--- src/bsc_pkg.sv ---
package bsc_pkg;
  // Register map, byte addresses
  localparam logic [11:0] REG_CTRL   = 12'h000;
  localparam logic [11:0] REG_STAT   = 12'h004;
  localparam logic [11:0] REG_PERIOD = 12'h008;
  // Control fields; reset leaves speed at zero and pulse select high
  localparam int          CTL_SPEED_LSB = 0;
  localparam int          CTL_LEAD_LSB  = 8;
  localparam int          CTL_DIR_BIT   = 14;
  localparam int          CTL_PCS_BIT   = 15;
  localparam logic [31:0] CTRL_RESET    = 32'h0000_8000;
  // Speed command codes, full scale 8'hff
  localparam logic [7:0]  SPD_OFF_MAX     = 8'h1a;
  localparam logic [7:0]  SPD_REFRESH_MAX = 8'h36;
  localparam logic [7:0]  SPD_TEST_MIN    = 8'hd1;
  localparam logic [7:0]  SPD_SAT         = 8'h8a;
  // Carrier and gate timing in reference clocks
  localparam int          CARRIER_DIV  = 252;
  localparam int          REFRESH_PCT  = 8;
  localparam int          DUTY_MAX_PCT = 92;
  localparam logic [7:0]  CARRIER_LAST = 8'(CARRIER_DIV - 1);
  localparam logic [7:0]  CARRIER_HALF = 8'(CARRIER_DIV / 2);
  localparam logic [7:0]  REFRESH_CYC  = 8'(CARRIER_DIV * REFRESH_PCT / 100);
  localparam logic [7:0]  DUTY_MAX_LVL = 8'(CARRIER_DIV / 2 * DUTY_MAX_PCT / 100);
  localparam int          DEAD_CYC     = 9;
  localparam logic [3:0]  DEAD_CNT_LAST = 4'(DEAD_CYC - 1);
  // Position modulation
  localparam logic [4:0]  LEAD_MAX     = 5'h1f;
  localparam int          ANGLE_STEPS  = 192;
  // Rotation rate thresholds as 60-degree intervals in clocks
  localparam int          SINE_RATE_DIV = 750000;
  localparam int          REV_RATE_DIV  = 150000;
  // Restraint timer ticks
  localparam logic [11:0] RS_DRIVE_LAST = 12'(500 - 1);
  localparam logic [11:0] RS_HALT_LAST  = 12'(3000 - 1);

  typedef enum logic [1:0] {RGN_OFF, RGN_REFRESH, RGN_NORMAL, RGN_TEST} bsc_region_type;
  typedef enum logic [1:0] {RS_IDLE, RS_DRIVE, RS_HALT} bsc_rs_state_type;
endpackage

--- src/bsc_phase_if.sv ---
`timescale 1ns/100ps
interface bsc_phase_if;
  logic hi_req;
  logic lo_req;
  logic hi_gate;
  logic lo_gate;
  modport ctrl  (output hi_req, output lo_req, input hi_gate, input lo_gate);
  modport stage (input hi_req, input lo_req, output hi_gate, output lo_gate);
endinterface

--- src/bsc_dead_time.sv ---
`timescale 1ns/100ps
module bsc_dead_time (
  input  logic        pclk,
  input  logic        presetn,
  bsc_phase_if.stage  ph
);
  logic       hi_q;
  logic       lo_q;
  logic [3:0] off_cnt_q;
  logic [3:0] off_cnt_d;

  wire both_off = !hi_q && !lo_q;
  // A side may switch on only after the pair has been dark long enough
  wire gap_done = both_off && (off_cnt_q == bsc_pkg::DEAD_CNT_LAST);
  wire hi_d     = ph.hi_req && !ph.lo_req && (hi_q || gap_done);
  wire lo_d     = ph.lo_req && !ph.hi_req && (lo_q || gap_done);

  assign off_cnt_d = !both_off ? 4'h0 :
                     (off_cnt_q == bsc_pkg::DEAD_CNT_LAST) ? off_cnt_q : off_cnt_q + 4'h1;

  always_ff @(posedge pclk or negedge presetn) begin
    if (!presetn) begin
      hi_q      <= 1'b0;
      lo_q      <= 1'b0;
      off_cnt_q <= 4'h0;
    end else begin
      hi_q      <= hi_d;
      lo_q      <= lo_d;
      off_cnt_q <= off_cnt_d;
    end
  end

  assign ph.hi_gate = hi_q;
  assign ph.lo_gate = lo_q;
endmodule // bsc_dead_time

--- src/bsc_top.sv ---
`timescale 1ns/100ps
// Behaviour
// - Square 120-degree drive until 60-degree interval drops below threshold
// - Faster than threshold: 180-degree sine PWM against triangle carrier
// - Lowest speed region blocks all six gates
// - Refresh region: low sides only, once per carrier, 8 percent
// - Normal region: sine direct; square adds low-side refresh pulse
// - Test region: sine with zero lead, square on upwind
// - Duty clamps to 92 percent of carrier at saturation code
// - Nine clock dead time between sides of a phase
// - Lead angle in 1.875 degree steps, saturating at step 31
// - Triangle carrier is clock divided by 252, also times refresh
// - Pulse out follows hall a, or toggles on every hall edge
// - Overcurrent blocks gates until next carrier period start
// - Fault input low blocks gates until next carrier after high
// - All-high or all-low hall code blocks gates
// - Sine drive keeps prior position on unexpected hall code
// - Supply out of range puts all gates in high impedance
// - Restraint repeats drive and halt in ratio 1 to 6
// - Restraint counts above refresh, below 1 Hz or 5 Hz reversed
// - Halt period holds gates low, no refresh pulses
// - Low speed resets counter in drive, not during halt
// - Drive 500 timer ticks, halt 3000 timer ticks
// - Timer pin open blocks gates; grounded disables protection
// - Each sector is 32 ticks of previous interval over 32
// - Reverse rotation drives square with zero lead
module bsc_top #(
  parameter int SINE_THRESH_CYC = bsc_pkg::SINE_RATE_DIV,
  parameter int REV_THRESH_CYC  = bsc_pkg::REV_RATE_DIV
) (
  input  logic        pclk,
  input  logic        presetn,
  input  logic        psel,
  input  logic        penable,
  input  logic        pwrite,
  input  logic [11:0] paddr,
  input  logic [31:0] pwdata,
  output logic [31:0] prdata,
  output logic        pready,
  output logic        pslverr,
  input  logic        hall_a,
  input  logic        hall_b,
  input  logic        hall_c,
  input  logic        fault_shutdown_input,
  input  logic        overcurrent_flag,
  input  logic        supply_ok,
  input  logic        restraint_timer_pin,
  input  logic        restraint_pin_open,
  input  logic        restraint_pin_grounded,
  output logic [2:0]  gate_hi,
  output logic [2:0]  gate_lo,
  output logic        gate_oe_n,
  output logic        rotation_pulse_out
);
  function automatic logic [2:0] sector_of(input logic [2:0] h);
    case (h)
      3'b001:  sector_of = 3'd0;
      3'b011:  sector_of = 3'd1;
      3'b010:  sector_of = 3'd2;
      3'b110:  sector_of = 3'd3;
      3'b100:  sector_of = 3'd4;
      3'b101:  sector_of = 3'd5;
      default: sector_of = 3'd7;
    endcase
  endfunction

  function automatic logic [2:0] step6(input logic [2:0] s, input logic [2:0] n);
    logic [3:0] t;
    t = {1'b0, s} + {1'b0, n};
    step6 = (t >= 4'd6) ? 3'(t - 4'd6) : t[2:0];
  endfunction

  function automatic logic [7:0] wrap192(input logic [9:0] v);
    logic [9:0] t;
    t = v;
    for (int i = 0; i < 4; i++) begin
      if (t >= 10'(bsc_pkg::ANGLE_STEPS)) t = t - 10'(bsc_pkg::ANGLE_STEPS);
    end
    wrap192 = t[7:0];
  endfunction

  // Synchronisers for every pin-level input
  logic [8:0] sync1_q;
  logic [8:0] sync2_q;
  always_ff @(posedge pclk or negedge presetn) begin
    if (!presetn) begin
      sync1_q <= 9'h000;
      sync2_q <= 9'h000;
    end else begin
      sync1_q <= {restraint_pin_grounded, restraint_pin_open, restraint_timer_pin,
                  supply_ok, overcurrent_flag, fault_shutdown_input,
                  hall_c, hall_b, hall_a};
      sync2_q <= sync1_q;
    end
  end
  wire [2:0] hall_s = sync2_q[2:0];
  wire       fault_ok_s = sync2_q[3];
  wire       oc_s = sync2_q[4];
  wire       supply_s = sync2_q[5];
  wire       tr_s = sync2_q[6];
  wire       tr_open_s = sync2_q[7];
  wire       tr_gnd_s = sync2_q[8];

  // APB slave, zero wait states
  logic [31:0] ctrl_q;
  logic [31:0] prdata_q;
  wire         addr_ok = (paddr == bsc_pkg::REG_CTRL) || (paddr == bsc_pkg::REG_STAT) ||
                         (paddr == bsc_pkg::REG_PERIOD);
  wire         wr_ctrl = psel && penable && pwrite && (paddr == bsc_pkg::REG_CTRL);
  wire [7:0]   spd = ctrl_q[bsc_pkg::CTL_SPEED_LSB +: 8];
  wire [5:0]   lead_in = ctrl_q[bsc_pkg::CTL_LEAD_LSB +: 6];
  wire         dir = ctrl_q[bsc_pkg::CTL_DIR_BIT];
  wire         pcs = ctrl_q[bsc_pkg::CTL_PCS_BIT];
  assign pready  = 1'b1;
  assign pslverr = psel && penable && !addr_ok;
  assign prdata  = prdata_q;

  // Carrier: one counter, triangle folded from it
  logic [7:0] pc_q;
  wire        carrier_end = (pc_q == bsc_pkg::CARRIER_LAST);
  wire [7:0]  tri_w = (pc_q < bsc_pkg::CARRIER_HALF) ? pc_q : bsc_pkg::CARRIER_LAST - pc_q;
  wire        ref_pulse = (pc_q < bsc_pkg::REFRESH_CYC);

  bsc_pkg::bsc_region_type rgn;
  assign rgn = (spd <= bsc_pkg::SPD_OFF_MAX)     ? bsc_pkg::RGN_OFF :
               (spd <= bsc_pkg::SPD_REFRESH_MAX) ? bsc_pkg::RGN_REFRESH :
               (spd >= bsc_pkg::SPD_TEST_MIN)    ? bsc_pkg::RGN_TEST : bsc_pkg::RGN_NORMAL;

  // Hall position tracking
  logic [2:0]  hall_q;
  logic [2:0]  sec_q;
  logic        rev_q;
  logic [23:0] since_q;
  logic [23:0] int_q;
  logic [18:0] tcnt_q;
  logic [4:0]  tick_q;
  logic        sine_q;
  logic        fg_q;
  wire  [2:0]  sec_raw = sector_of(hall_s);
  wire         hall_bad = (hall_s == 3'b000) || (hall_s == 3'b111);
  wire         fwd_step = (sec_raw == step6(sec_q, 3'd1));
  wire         rev_step = (sec_raw == step6(sec_q, 3'd5));
  // Sine drive ignores codes that are not one sector away
  wire         acc = !hall_bad && (sec_raw != sec_q) && (!sine_q || fwd_step || rev_step);
  wire         upwind = rev_q ^ dir;
  wire         slow = (since_q >= 24'(SINE_THRESH_CYC)) || (int_q >= 24'(SINE_THRESH_CYC));
  wire         rev_slow = (since_q >= 24'(REV_THRESH_CYC)) || (int_q >= 24'(REV_THRESH_CYC));
  wire         sine_d = !slow && !upwind && !hall_bad;
  wire [18:0]  tick_len = int_q[23:5];
  wire         tick_hit = (tcnt_q >= tick_len);

  always_ff @(posedge pclk or negedge presetn) begin
    if (!presetn) begin
      hall_q  <= 3'b000;
      sec_q   <= 3'd0;
      rev_q   <= 1'b0;
      since_q <= 24'h00_0000;
      int_q   <= 24'hff_ffff;
      tcnt_q  <= 19'h0_0000;
      tick_q  <= 5'h00;
      sine_q  <= 1'b0;
    end else begin
      hall_q <= hall_s;
      sine_q <= sine_d;
      if (acc) begin
        sec_q   <= sec_raw;
        int_q   <= since_q;
        since_q <= 24'h00_0000;
        tcnt_q  <= 19'h0_0000;
        tick_q  <= 5'h00;
        if (fwd_step || rev_step) rev_q <= rev_step;
      end else begin
        if (since_q != 24'hff_ffff) since_q <= since_q + 24'h00_0001;
        tcnt_q <= tick_hit ? 19'h0_0000 : tcnt_q + 19'h0_0001;
        // Ticks park at the sector end if the next edge is late
        if (tick_hit && tick_q != 5'h1f) tick_q <= tick_q + 5'h01;
      end
    end
  end

  // Rotation pulse
  wire fg_d = pcs ? (fg_q ^ (|(hall_s ^ hall_q))) : hall_s[0];
  always_ff @(posedge pclk or negedge presetn) begin
    if (!presetn) begin
      fg_q <= 1'b0;
    end else begin
      fg_q <= fg_d;
    end
  end
  assign rotation_pulse_out = fg_q;

  // Fault latches; a new event wins over the carrier release
  logic oc_blk_q;
  logic flt_blk_q;
  logic oe_n_q;
  always_ff @(posedge pclk or negedge presetn) begin
    if (!presetn) begin
      pc_q      <= 8'h00;
      oc_blk_q  <= 1'b0;
      flt_blk_q <= 1'b1;
      oe_n_q    <= 1'b1;
    end else begin
      pc_q      <= carrier_end ? 8'h00 : pc_q + 8'h01;
      oc_blk_q  <= oc_s || (oc_blk_q && !carrier_end);
      flt_blk_q <= !fault_ok_s || (flt_blk_q && !carrier_end);
      oe_n_q    <= !supply_s;
    end
  end
  assign gate_oe_n = oe_n_q;

  // Restraint protection, timed by the external timer oscillator
  bsc_pkg::bsc_rs_state_type rs_q;
  logic [11:0] rs_cnt_q;
  logic        tr_q;
  wire         tr_tick = tr_s && !tr_q;
  wire         spd_run = (rgn == bsc_pkg::RGN_NORMAL) || (rgn == bsc_pkg::RGN_TEST);
  wire         stall = upwind ? rev_slow : slow;
  wire         halt = (rs_q == bsc_pkg::RS_HALT);
  always_ff @(posedge pclk or negedge presetn) begin
    if (!presetn) begin
      rs_q     <= bsc_pkg::RS_IDLE;
      rs_cnt_q <= 12'h000;
      tr_q     <= 1'b0;
    end else begin
      tr_q <= tr_s;
      if (tr_gnd_s) begin
        rs_q     <= bsc_pkg::RS_IDLE;
        rs_cnt_q <= 12'h000;
      end else begin
        case (rs_q)
          bsc_pkg::RS_IDLE: begin
            rs_cnt_q <= 12'h000;
            if (spd_run) rs_q <= bsc_pkg::RS_DRIVE;
          end
          bsc_pkg::RS_DRIVE: begin
            if (!spd_run) begin
              rs_q     <= bsc_pkg::RS_IDLE;
              rs_cnt_q <= 12'h000;
            end else if (!stall) begin
              rs_cnt_q <= 12'h000;
            end else if (tr_tick) begin
              if (rs_cnt_q == bsc_pkg::RS_DRIVE_LAST) begin
                rs_q     <= bsc_pkg::RS_HALT;
                rs_cnt_q <= 12'h000;
              end else begin
                rs_cnt_q <= rs_cnt_q + 12'h001;
              end
            end
          end
          bsc_pkg::RS_HALT: begin
            if (tr_tick) begin
              if (rs_cnt_q == bsc_pkg::RS_HALT_LAST) begin
                rs_q     <= bsc_pkg::RS_DRIVE;
                rs_cnt_q <= 12'h000;
              end else begin
                rs_cnt_q <= rs_cnt_q + 12'h001;
              end
            end
          end
          default: begin
            rs_q     <= bsc_pkg::RS_IDLE;
            rs_cnt_q <= 12'h000;
          end
        endcase
      end
    end
  end

  always_ff @(posedge pclk or negedge presetn) begin
    if (!presetn) begin
      ctrl_q   <= bsc_pkg::CTRL_RESET;
      prdata_q <= 32'h0000_0000;
    end else begin
      if (wr_ctrl) ctrl_q <= pwdata;
      if (psel && !penable) begin
        prdata_q <= (paddr == bsc_pkg::REG_CTRL)   ? ctrl_q :
                    (paddr == bsc_pkg::REG_STAT)   ? {19'h0, rgn, rs_q, sec_q, halt,
                                                      flt_blk_q, oc_blk_q, hall_bad,
                                                      upwind, sine_q} :
                    (paddr == bsc_pkg::REG_PERIOD) ? {8'h00, int_q} : 32'h0000_0000;
      end
    end
  end

  // Drive amplitude from speed, saturating at the clamp code
  wire [7:0] spd_c = (spd > bsc_pkg::SPD_SAT) ? bsc_pkg::SPD_SAT : spd;
  wire [6:0] amp = (spd_c > bsc_pkg::SPD_REFRESH_MAX) ?
                   7'(spd_c - bsc_pkg::SPD_REFRESH_MAX) : 7'h00;
  wire [6:0] amp8 = amp + {1'b0, amp[6:1]};
  wire [7:0] sq_lvl = ({1'b0, amp8} > bsc_pkg::DUTY_MAX_LVL) ? bsc_pkg::DUTY_MAX_LVL
                                                             : {1'b0, amp8};
  wire       lead_zero = (rgn == bsc_pkg::RGN_TEST) || upwind;
  wire [4:0] lead_sat = (lead_in > 6'(bsc_pkg::LEAD_MAX)) ? bsc_pkg::LEAD_MAX : lead_in[4:0];
  wire [4:0] lead_eff = lead_zero ? 5'h00 : lead_sat;
  wire [9:0] base = {2'b00, sec_q, 5'h00};
  // Reverse set direction walks the angle downward through each sector
  wire [9:0] pos = dir ? base + 10'd224 - {5'h00, tick_q} - {5'h00, lead_eff}
                       : base + {5'h00, tick_q} + {5'h00, lead_eff};
  wire [2:0] sq_sec = dir ? step6(sec_q, 3'd3) : sec_q;
  wire       kill = hall_bad || oc_blk_q || flt_blk_q || halt || tr_open_s ||
                    !supply_s || (rgn == bsc_pkg::RGN_OFF);

  logic [7:0] lvl_q [3];
  logic [2:0] hi_req_q;
  logic [2:0] lo_req_q;
  bsc_phase_if ph [3] ();

  for (genvar k = 0; k < 3; k++) begin : g_ph
    wire [7:0]  ang = wrap192(pos + 10'(384 - 64 * k));
    wire        neg = (ang >= 8'd96);
    wire [6:0]  h = neg ? 7'(ang - 8'd96) : ang[6:0];
    wire [13:0] p = {7'h00, h} * {7'h00, 7'd96 - h};
    wire [16:0] m = {3'b000, p} * 17'd7;
    wire [12:0] d = {7'h00, m[13:8]} * {6'h00, amp8};
    wire [7:0]  lvl = neg ? 8'd63 - {2'b00, d[12:7]} : 8'd63 + {2'b00, d[12:7]};
    wire [7:0]  lvl_c = (lvl > bsc_pkg::DUTY_MAX_LVL) ? bsc_pkg::DUTY_MAX_LVL : lvl;
    wire [2:0]  e = step6(sq_sec, 3'(6 - 2 * k));
    wire        sq_hi = (e < 3'd2);
    wire        sq_lo = (e == 3'd3) || (e == 3'd4);
    wire        sin_on = (lvl_q[k] > tri_w);
    wire        hi_d = kill ? 1'b0 :
                       (rgn == bsc_pkg::RGN_REFRESH) ? 1'b0 :
                       sine_q ? sin_on :
                       ref_pulse ? 1'b0 : sq_hi && (sq_lvl > tri_w);
    wire        lo_d = kill ? 1'b0 :
                       (rgn == bsc_pkg::RGN_REFRESH) ? ref_pulse :
                       sine_q ? !sin_on :
                       ref_pulse ? 1'b1 : sq_lo;

    always_ff @(posedge pclk or negedge presetn) begin
      if (!presetn) begin
        lvl_q[k]    <= 8'h00;
        hi_req_q[k] <= 1'b0;
        lo_req_q[k] <= 1'b0;
      end else begin
        lvl_q[k]    <= lvl_c;
        hi_req_q[k] <= hi_d;
        lo_req_q[k] <= lo_d;
      end
    end

    assign ph[k].hi_req = hi_req_q[k];
    assign ph[k].lo_req = lo_req_q[k];
    assign gate_hi[k]   = ph[k].hi_gate;
    assign gate_lo[k]   = ph[k].lo_gate;

    bsc_dead_time u_dead (
      .pclk    (pclk),
      .presetn (presetn),
      .ph      (ph[k])
    );
  end
endmodule // bsc_top

--- config.mk ---
export PLATFORM = sky130hd
export DESIGN_NAME = bsc_top
export DESIGN_NICKNAME = d
export VERILOG_FILES = /design/src/bsc_pkg.sv /design/src/bsc_phase_if.sv /design/src/bsc_dead_time.sv /design/src/bsc_top.sv
export SDC_FILE = /design/constraint.sdc
export NUM_CORES = 1
export LEC_CHECK = 0
export ABC_AREA = 1
export BUFFER_PORTS_ARGS = -buffer_cell sky130_fd_sc_hd__clkbuf_2
export CAP_MARGIN = 20
export CORE_MARGIN = 1
export CORE_UTILIZATION = 65
export CTS_BUF_LIST = sky130_fd_sc_hd__clkbuf_8
export DETAILED_ROUTE_END_ITERATION = 10
export PLACE_DENSITY = 0.8
export SYNTH_ARGS = -nofsm -noshare
export SYNTH_HDL_FRONTEND = slang
export SYNTH_SLANG_ARGS = --single-unit
--- constraint.sdc ---
create_clock -name pclk -period 19.46 [get_ports pclk]
set_input_delay 4.865 -clock pclk [delete_from_list [all_inputs] [get_ports pclk]]
set_output_delay 4.865 -clock pclk [all_outputs]
set_load 0.02 [all_outputs]
# Word level (Yosys, flattened, before mapping)
# Index checks and enable logic that the tools add are counted.
[op_classes] n_addsub=55 multipliers=9 div=0 order_cmp=45 eq_ne=41 n_shift=0 mux=98 n_bitwise=3 reduce_logical=96
[ops] cell="greater-or-equal comparator 10 x 8 -> 1 bit, second input constant" n=12
[ops] cell="2-to-1 mux 10 bit" n=10
[ops] cell="2-to-1 mux 24 bit" n=4
[ops] cell="2-to-1 mux 8 bit" n=12
[ops] cell="subtractor 10 x 8 -> 10 bit, second input constant" n=9
[ops] cell="2-to-1 mux 12 bit" n=7
[ops] cell="greater-or-equal comparator 24 x 18 -> 1 bit, second input constant" n=2
[ops] cell="greater-or-equal comparator 24 x 20 -> 1 bit, second input constant" n=2
[ops] cell="multiplier 14 x 3 -> 14 bit, second input constant" n=3
[ops] cell="multiplier 7 x 7 -> 14 bit" n=3
[ops] cell="multiplier 6 x 7 -> 13 bit" n=3
[ops] cell="2-to-1 mux 19 bit" n=2
[ops] cell="2-to-1 mux 7 bit" n=5
[ops] cell="logical AND 1 bit" n=34
[ops] cell="2-to-1 mux 32 bit" n=1
[ops] cell="adder 10 x 9 -> 10 bit, second input constant" n=3
[ops] cell="logical OR 1 bit" n=27
[ops] cell="2-to-1 mux 1 bit" n=27
[ops] cell="zero test 1 bit" n=25
[ops] cell="adder 24 x 1 -> 24 bit, second input constant" n=1
[ops] cell="greater-or-equal comparator 4 x 3 -> 1 bit, second input constant" n=6
[ops] cell="greater-or-equal comparator 8 x 7 -> 1 bit, second input constant" n=3
[ops] cell="> comparator 8 x 7 -> 1 bit, second input constant" n=3
[ops] cell="> comparator 8 bit" n=3
[ops] cell="69 further kinds" n=140
[word_totals] register_bits=237 latchBits=0 ram_bits=0 romBits=0 input_bits=58 out_inout_bits=42 word_cells=385 n_memories=0

# Depth between registers and ports, before layout
[logic_depth] word_depth=28 mapped_depth=114 depth_no_buf=113

# Hierarchy
# Synthesis repeated with hierarchy kept, for this count alone.
[unflattened] hier_cells=3052 hier_area_um2=24034.3
[modules_own_cells] mod="bsc_top" n_inst=1 cells_each=2944 area_each_um2=23032.1 seq_area_each_um2=5439.0
[modules_own_cells] mod="bsc_dead_time" n_inst=3 cells_each=36 area_each_um2=334.1 seq_area_each_um2=150.1

# Least setup slack after synthesis
# OpenSTA, ideal clock, no wires.
[synth_path] path_kind="register to register" from="register ctrl_q[3]" to="register lvl_q[8] (netlist bit)" setup_time_ns=0.125 t_arrival_ns=16.111 t_required_ns=19.335 slack_ns=3.224 path_stages_with_launch=104 n_path_buf=1 synth_period_minus_slack_ns=16.236 path_cell_list="dfrtp_1 clkbuf_1 nor2_1 a31oi_1 o211ai_1 nand2_1 inv_1 o21ai_0 ha_1 ha_1 ha_1 inv_1 fa_1 inv_1 nand3_1 nand2_1 or2_1 nand3_2 [68 not listed] inv_1 fa_1 fa_1 inv_1 ha_1 inv_1 o31a_1 o21ai_0 xor2_1 ha_1 nand2_1 nor2_1 xor2_1 nand3_1 nand2_1 a21oi_1 nand3_1 nand2_1"
[synth_between] elab_chain_len=28 word_cells_on_any_way=43 classes_between="add/sub (13); mul (3); order compare (11); eq/ne (1); mux (14); reduce/logical (1)"
[synth_lines] element="start, declared" line="bsc_top.sv:105" source="logic [31:0] ctrl_q;"
[synth_lines] element="start signal, assigned" line="bsc_top.sv:271" source="ctrl_q <= bsc_pkg::CTRL_RESET;"
[synth_lines] element="start signal, assigned" line="bsc_top.sv:274" source="if (wr_ctrl) ctrl_q <= pwdata;"
[synth_lines] element="greater-or-equal comparator 8 bit" line="bsc_top.sv:127" source="(spd >= bsc_pkg::SPD_TEST_MIN) ? bsc_pkg::RGN_TEST : bsc_pkg::RGN_NORMAL;"
[synth_lines] element="2-to-1 mux 1 bit" line="bsc_top.sv:127"
[synth_lines] element="2-to-1 mux 2 bit" line="bsc_top.sv:126" source="(spd <= bsc_pkg::SPD_REFRESH_MAX) ? bsc_pkg::RGN_REFRESH :"
[synth_lines] element="2-to-1 mux 2 bit" line="bsc_top.sv:125" source="assign rgn = (spd <= bsc_pkg::SPD_OFF_MAX) ? bsc_pkg::RGN_OFF :"
[synth_lines] element="equality test 2 bit" line="bsc_top.sv:292" source="wire lead_zero = (rgn == bsc_pkg::RGN_TEST) || upwind;"
[synth_lines] element="logical OR 1 bit" line="bsc_top.sv:292"
[synth_lines] element="2-to-1 mux 5 bit" line="bsc_top.sv:294" source="wire [4:0] lead_eff = lead_zero ? 5'h00 : lead_sat;"
[synth_lines] element="subtractor 10 x 5 -> 10 bit / adder 9 x 5 -> 10 bit (equally long branches)" line="bsc_top.sv:297, bsc_top.sv:298"
[synth_lines] element="[13 not listed]"
[synth_lines] element="multiplier 7 x 7 -> 14 bit" line="bsc_top.sv:312" source="wire [13:0] p = {7'h00, h} * {7'h00, 7'd96 - h};"
[synth_lines] element="multiplier 14 x 3 -> 14 bit" line="bsc_top.sv:313" source="wire [16:0] m = {3'b000, p} * 17'd7;"
[synth_lines] element="multiplier 6 x 7 -> 13 bit" line="bsc_top.sv:314" source="wire [12:0] d = {7'h00, m[13:8]} * {6'h00, amp8};"
[synth_lines] element="adder 6 x 6 -> 7 bit / subtractor 6 x 6 -> 7 bit (equally long branches)" line="bsc_top.sv:315" source="wire [7:0] lvl = neg ? 8'd63 - {2'b00, d[12:7]} : 8'd63 + {2'b00, d[12:7]};"
[synth_lines] element="2-to-1 mux 8 bit *" line="bsc_top.sv:315"
[synth_lines] element="> comparator 8 x 7 -> 1 bit" line="bsc_top.sv:316" source="wire [7:0] lvl_c = (lvl > bsc_pkg::DUTY_MAX_LVL) ? bsc_pkg::DUTY_MAX_LVL : lvl;"
[synth_lines] element="2-to-1 mux 8 bit *" line="bsc_top.sv:316"
[synth_lines] element="net g_ph[1].lvl_c[0]" line="bsc_top.sv:316"
[synth_lines] element="end signal, assigned by index" line="bsc_top.sv:336" source="lvl_q[k] <= lvl_c;"
[synth_lines] element="end, declared" line="bsc_top.sv:303" source="logic [7:0] lvl_q [3];"
# The timed path passes the listed nets; every way through them passes the cells marked *.
# A chain may end at the register's enable or synchronous reset.

# Final worst setup path
[layout_path] from="register ctrl_q[3]" to="register lvl_q[18] (netlist bit)"
[layout_between] elab_chain_len=28 word_cells_on_any_way=43 classes_between="add/sub (13); mul (3); order compare (11); eq/ne (1); mux (14); reduce/logical (1)"
[layout_lines] element="greater-or-equal comparator 8 bit" line="bsc_top.sv:127"
[layout_lines] element="2-to-1 mux 1 bit" line="bsc_top.sv:127"
[layout_lines] element="2-to-1 mux 2 bit" line="bsc_top.sv:126"
[layout_lines] element="2-to-1 mux 2 bit" line="bsc_top.sv:125"
[layout_lines] element="equality test 2 bit" line="bsc_top.sv:292"
[layout_lines] element="logical OR 1 bit" line="bsc_top.sv:292"
[layout_lines] element="2-to-1 mux 5 bit" line="bsc_top.sv:294"
[layout_lines] element="subtractor 10 x 5 -> 10 bit / adder 9 x 5 -> 10 bit (equally long branches)" line="bsc_top.sv:297, bsc_top.sv:298"
[layout_lines] element="[13 not listed]"
[layout_lines] element="multiplier 7 x 7 -> 14 bit" line="bsc_top.sv:312"
[layout_lines] element="multiplier 14 x 3 -> 14 bit" line="bsc_top.sv:313"
[layout_lines] element="multiplier 6 x 7 -> 13 bit" line="bsc_top.sv:314"
[layout_lines] element="adder 6 x 6 -> 7 bit / subtractor 6 x 6 -> 7 bit (equally long branches)" line="bsc_top.sv:315"
[layout_lines] element="2-to-1 mux 8 bit *" line="bsc_top.sv:315"
[layout_lines] element="> comparator 8 x 7 -> 1 bit" line="bsc_top.sv:316"
[layout_lines] element="2-to-1 mux 8 bit *" line="bsc_top.sv:316"
[layout_lines] element="net g_ph[0].lvl_c[2]" line="bsc_top.sv:316"
# Marked as above.

==> results.yml <==
outcome:
  run_status: "finished, final reports clean"
synthesis:
  postSynth.topFlopCell: "dfrtp_1"
  synth_cell_area_um2: 24100
  synth_largest_type_area_fraction_pct: 21.5
  yosys.area_share.adder_pct: 27.7
  synthesis.area_per_instance_um2: 7.85
  synth_xor_xnor_area_share_pct: 4.73
  post_synth_most_frequent_cells: "inv_1, nand2_1, ha_1, nor2_1, dfrtp_1"
  netlist_top_cells_area: "dfrtp_1, ha_1, fa_1"
  number_of_enable_flip_flop_cells_after_synthesis: 0
  synthesis.instances: 3066
  synth_compound_area_share_pct: 9.49
  yosys_warnings: 0
  synthesis_stage_register_bit_count: 234
  async_reset_ff_share_pct: 100
  synthDominantAreaCellType: "dfrtp_1"
  syn-num-nets: 3569
  post_synth_and_or_nand_nor_area_fraction_pct: 21.7
  synth_top_family_by_area: "adder cells"
  yosysMostFrequentCell: "inv_1"
  ys_seq_area_share_pct: 24.5
  synth.area.mux_share_pct: 1.54
  synth_cell_type_count: 64
global_routing:
  grt.busiest_layer: "met2"
  global_routing_met2_resource_utilization_pct: 52.6
  grt_pass1_vias: 20800
  global_route_wire_length_before_repair_um: 98200
  met3_usage_pct: 4.20
  overflow: 0
  pin_count_of_the_biggest_net_entering_global_routing: 101
  global_route.usage.total_pct: 31.8
  grt_util_met1_pct: 43.6
  antenna_found_initial: 0
run:
  cap_violations: 0
place:
  place_area_um2: 25000
  rd_place_congestion: 0.932
  port_buffers: 98
  number_of_placed_cells_counting_well_taps: 3593
  dp_hpwl_um: 47600
worst_setup_path:
  cp-start-kind: "register"
  reg2reg_slack_ns: 1.35
  slowest_stage: "fa_1"
  critPathMaxFanout: 9
  arrival_worst_endpoint_ns: 18.58
  crit_top_cell: "nand2_1"
  crit_path_end_kind: "register"
  criticalPathCategory: "register to register"
  worstPathRequired_ns: 19.93
  worst_path_largest_cell_delay_ns: 0.55
sta:
  setup_violations: 0
  max_freq_mhz: 55.2
  timing_max_transition_violations_final: 0
  setup-tns-final_ns: 0
  timing_hold_violations_final: 0
  fin_skew_ns: 0.0429
  rsz0062_at_grt: "no"
  final_period_minus_worst_setup_slack_ns: 18.11
  tightest_slew_ns: 1.05
  fin_worst_hold_slack_ns: 0.350
  period_share_pct: 93.1
  slew-limit-headroom_pct: 29.3
clock_tree:
  clock_sink_count: 234
  ctsHtreeMaxLevel: 2
  clk_pin_slew_ns: 0.07
  holdBufCountCts: 0
  cts_tree: "built"
  clock_path_buffers: 3
  cts_made_buffers: 36
  clk-insertion-delay-late_ns: 0.57
  root_buffer: "clkbuf_8"
floorplan:
  initial_core_util_pct: 65.9
  design.portCount: 100
  die_height_um: 194
  placementRows: 70
  fp.coreArea_um2: 36500
  floorplan.die_area_um2: 37800
  chip_width_um: 194
cells_and_area:
  layout.filler_cells: 2960
  area.sequential_um2: 5890
  antenna_cells: 0
  final_area_um2: 25800
  multi_input_comb_area_um2: 15700
  final_layout_size_suffix_gt1_share_pct: 9.95
  fin_cells: 3664
  flow.area_growth_from_synthesis_pct: 7.23
  fin_nets: 3671
worst_hold_path:
  timing.hold.worst.class: "register to register"
route:
  drt_first_pass_iters: 6
  routed_via_density: 5.62
  wl_um: 58900
  route.vias.total: 20600
  drt_iter0_drc: 1398
  wl_per_cell_um: 16.1
  drt_drc_violations_left: 0
  route.antenna.remaining_nets: 0
## repair_timing
item / CTS / global route
endpoints found under the setup margin: 0 / 10
gates resized for setup: 0 / 7
buffers inserted: 0 / 3
## sequential cells by signal, indices dropped and copies added (netlist names), 9 cells and up
name and count:
int_q 24, sync2_q 9, since_q 24, tcnt_q 19, sync1_q 9, lvl_q 21
rs_cnt_q 12, prdata 32, ctrl_q 32, g_ph.u_dead.off_cnt_q 12
## final cells by class
class                   instances  area share, %
multi-input cells            2178           60.9
flip-flops and latches        234           22.8
inverters                     602           8.78
repair buffers                116           2.54
well taps                     468           2.27
clock buffers                  41           2.19
clock inverters                25          0.475
## kinds of logic after synthesis
family | after synthesis
AOI/OAI and AO/OA | 391
xor gates and xnor gates | 129
adders and majority gates | 445
buffers and inverters | 654
DFF | 234
muxes | 33
other | 1
and+or+nand+nor | 1179
## layout by cell type, fill, tap and decap left out, types with 44 or more instances in the layout
cell,instances
inv_1,604
nand2_1,575
ha_1,298
nor2_1,291
dfrtp_1,206
fa_1,147
o21ai_0,129
a21oi_1,125
nand3_1,115
clkbuf_2,97
xor2_1,84
nor3_1,50
nand4_1,44
## critical path, delay by kind of cell (launching register included)
| kind | cells | cell delay, ns |
|---|---|---|
| buffers and inverters | 21 | 1.48 |
| adders and majority gates | 22 | 8.11 |
| and+or+nand+nor | 44 | 4.97 |
| AOI/OAI and AO/OA | 12 | 2.01 |
| DFF | 1 | 0.45 |
| xor gates and xnor gates | 4 | 0.95 |
## layer usage
layer	share of wire (%)	vias to the layer above
li1	-	9962
met1	45	9838
met4	2.8	0
met5	0	-
met3	5.9	131
met2	46	654
## per-stage QoR
stage / setup WS (ns) / util [%]
detailed placement: 1.19 / 68.5
global placement: 1.68 / 68.5
global route: 0.0512 / 70.7
CTS: 1.13 / 70.4
floorplan: 3.22 / -
finish: 1.35 / 70.7
## final timing paths
path	cells past startpoint	startpoint	to
setup / recovery	103	ctrl_q[3]	lvl_q[18]
hold / removal	0	sync1_q[1]	sync2_q[1]
setup reg to reg	103	ctrl_q[3]	lvl_q[18]
hold reg to reg	0	sync1_q[1]	sync2_q[1]
max in group asynchronous	3	presetn	ctrl_q[14]
min in group asynchronous	1	presetn	lvl_q[0]
Power is left out: the tool's default activity adds up to more than one toggle a clock period on the data nets, which glitch-free logic cannot reach.
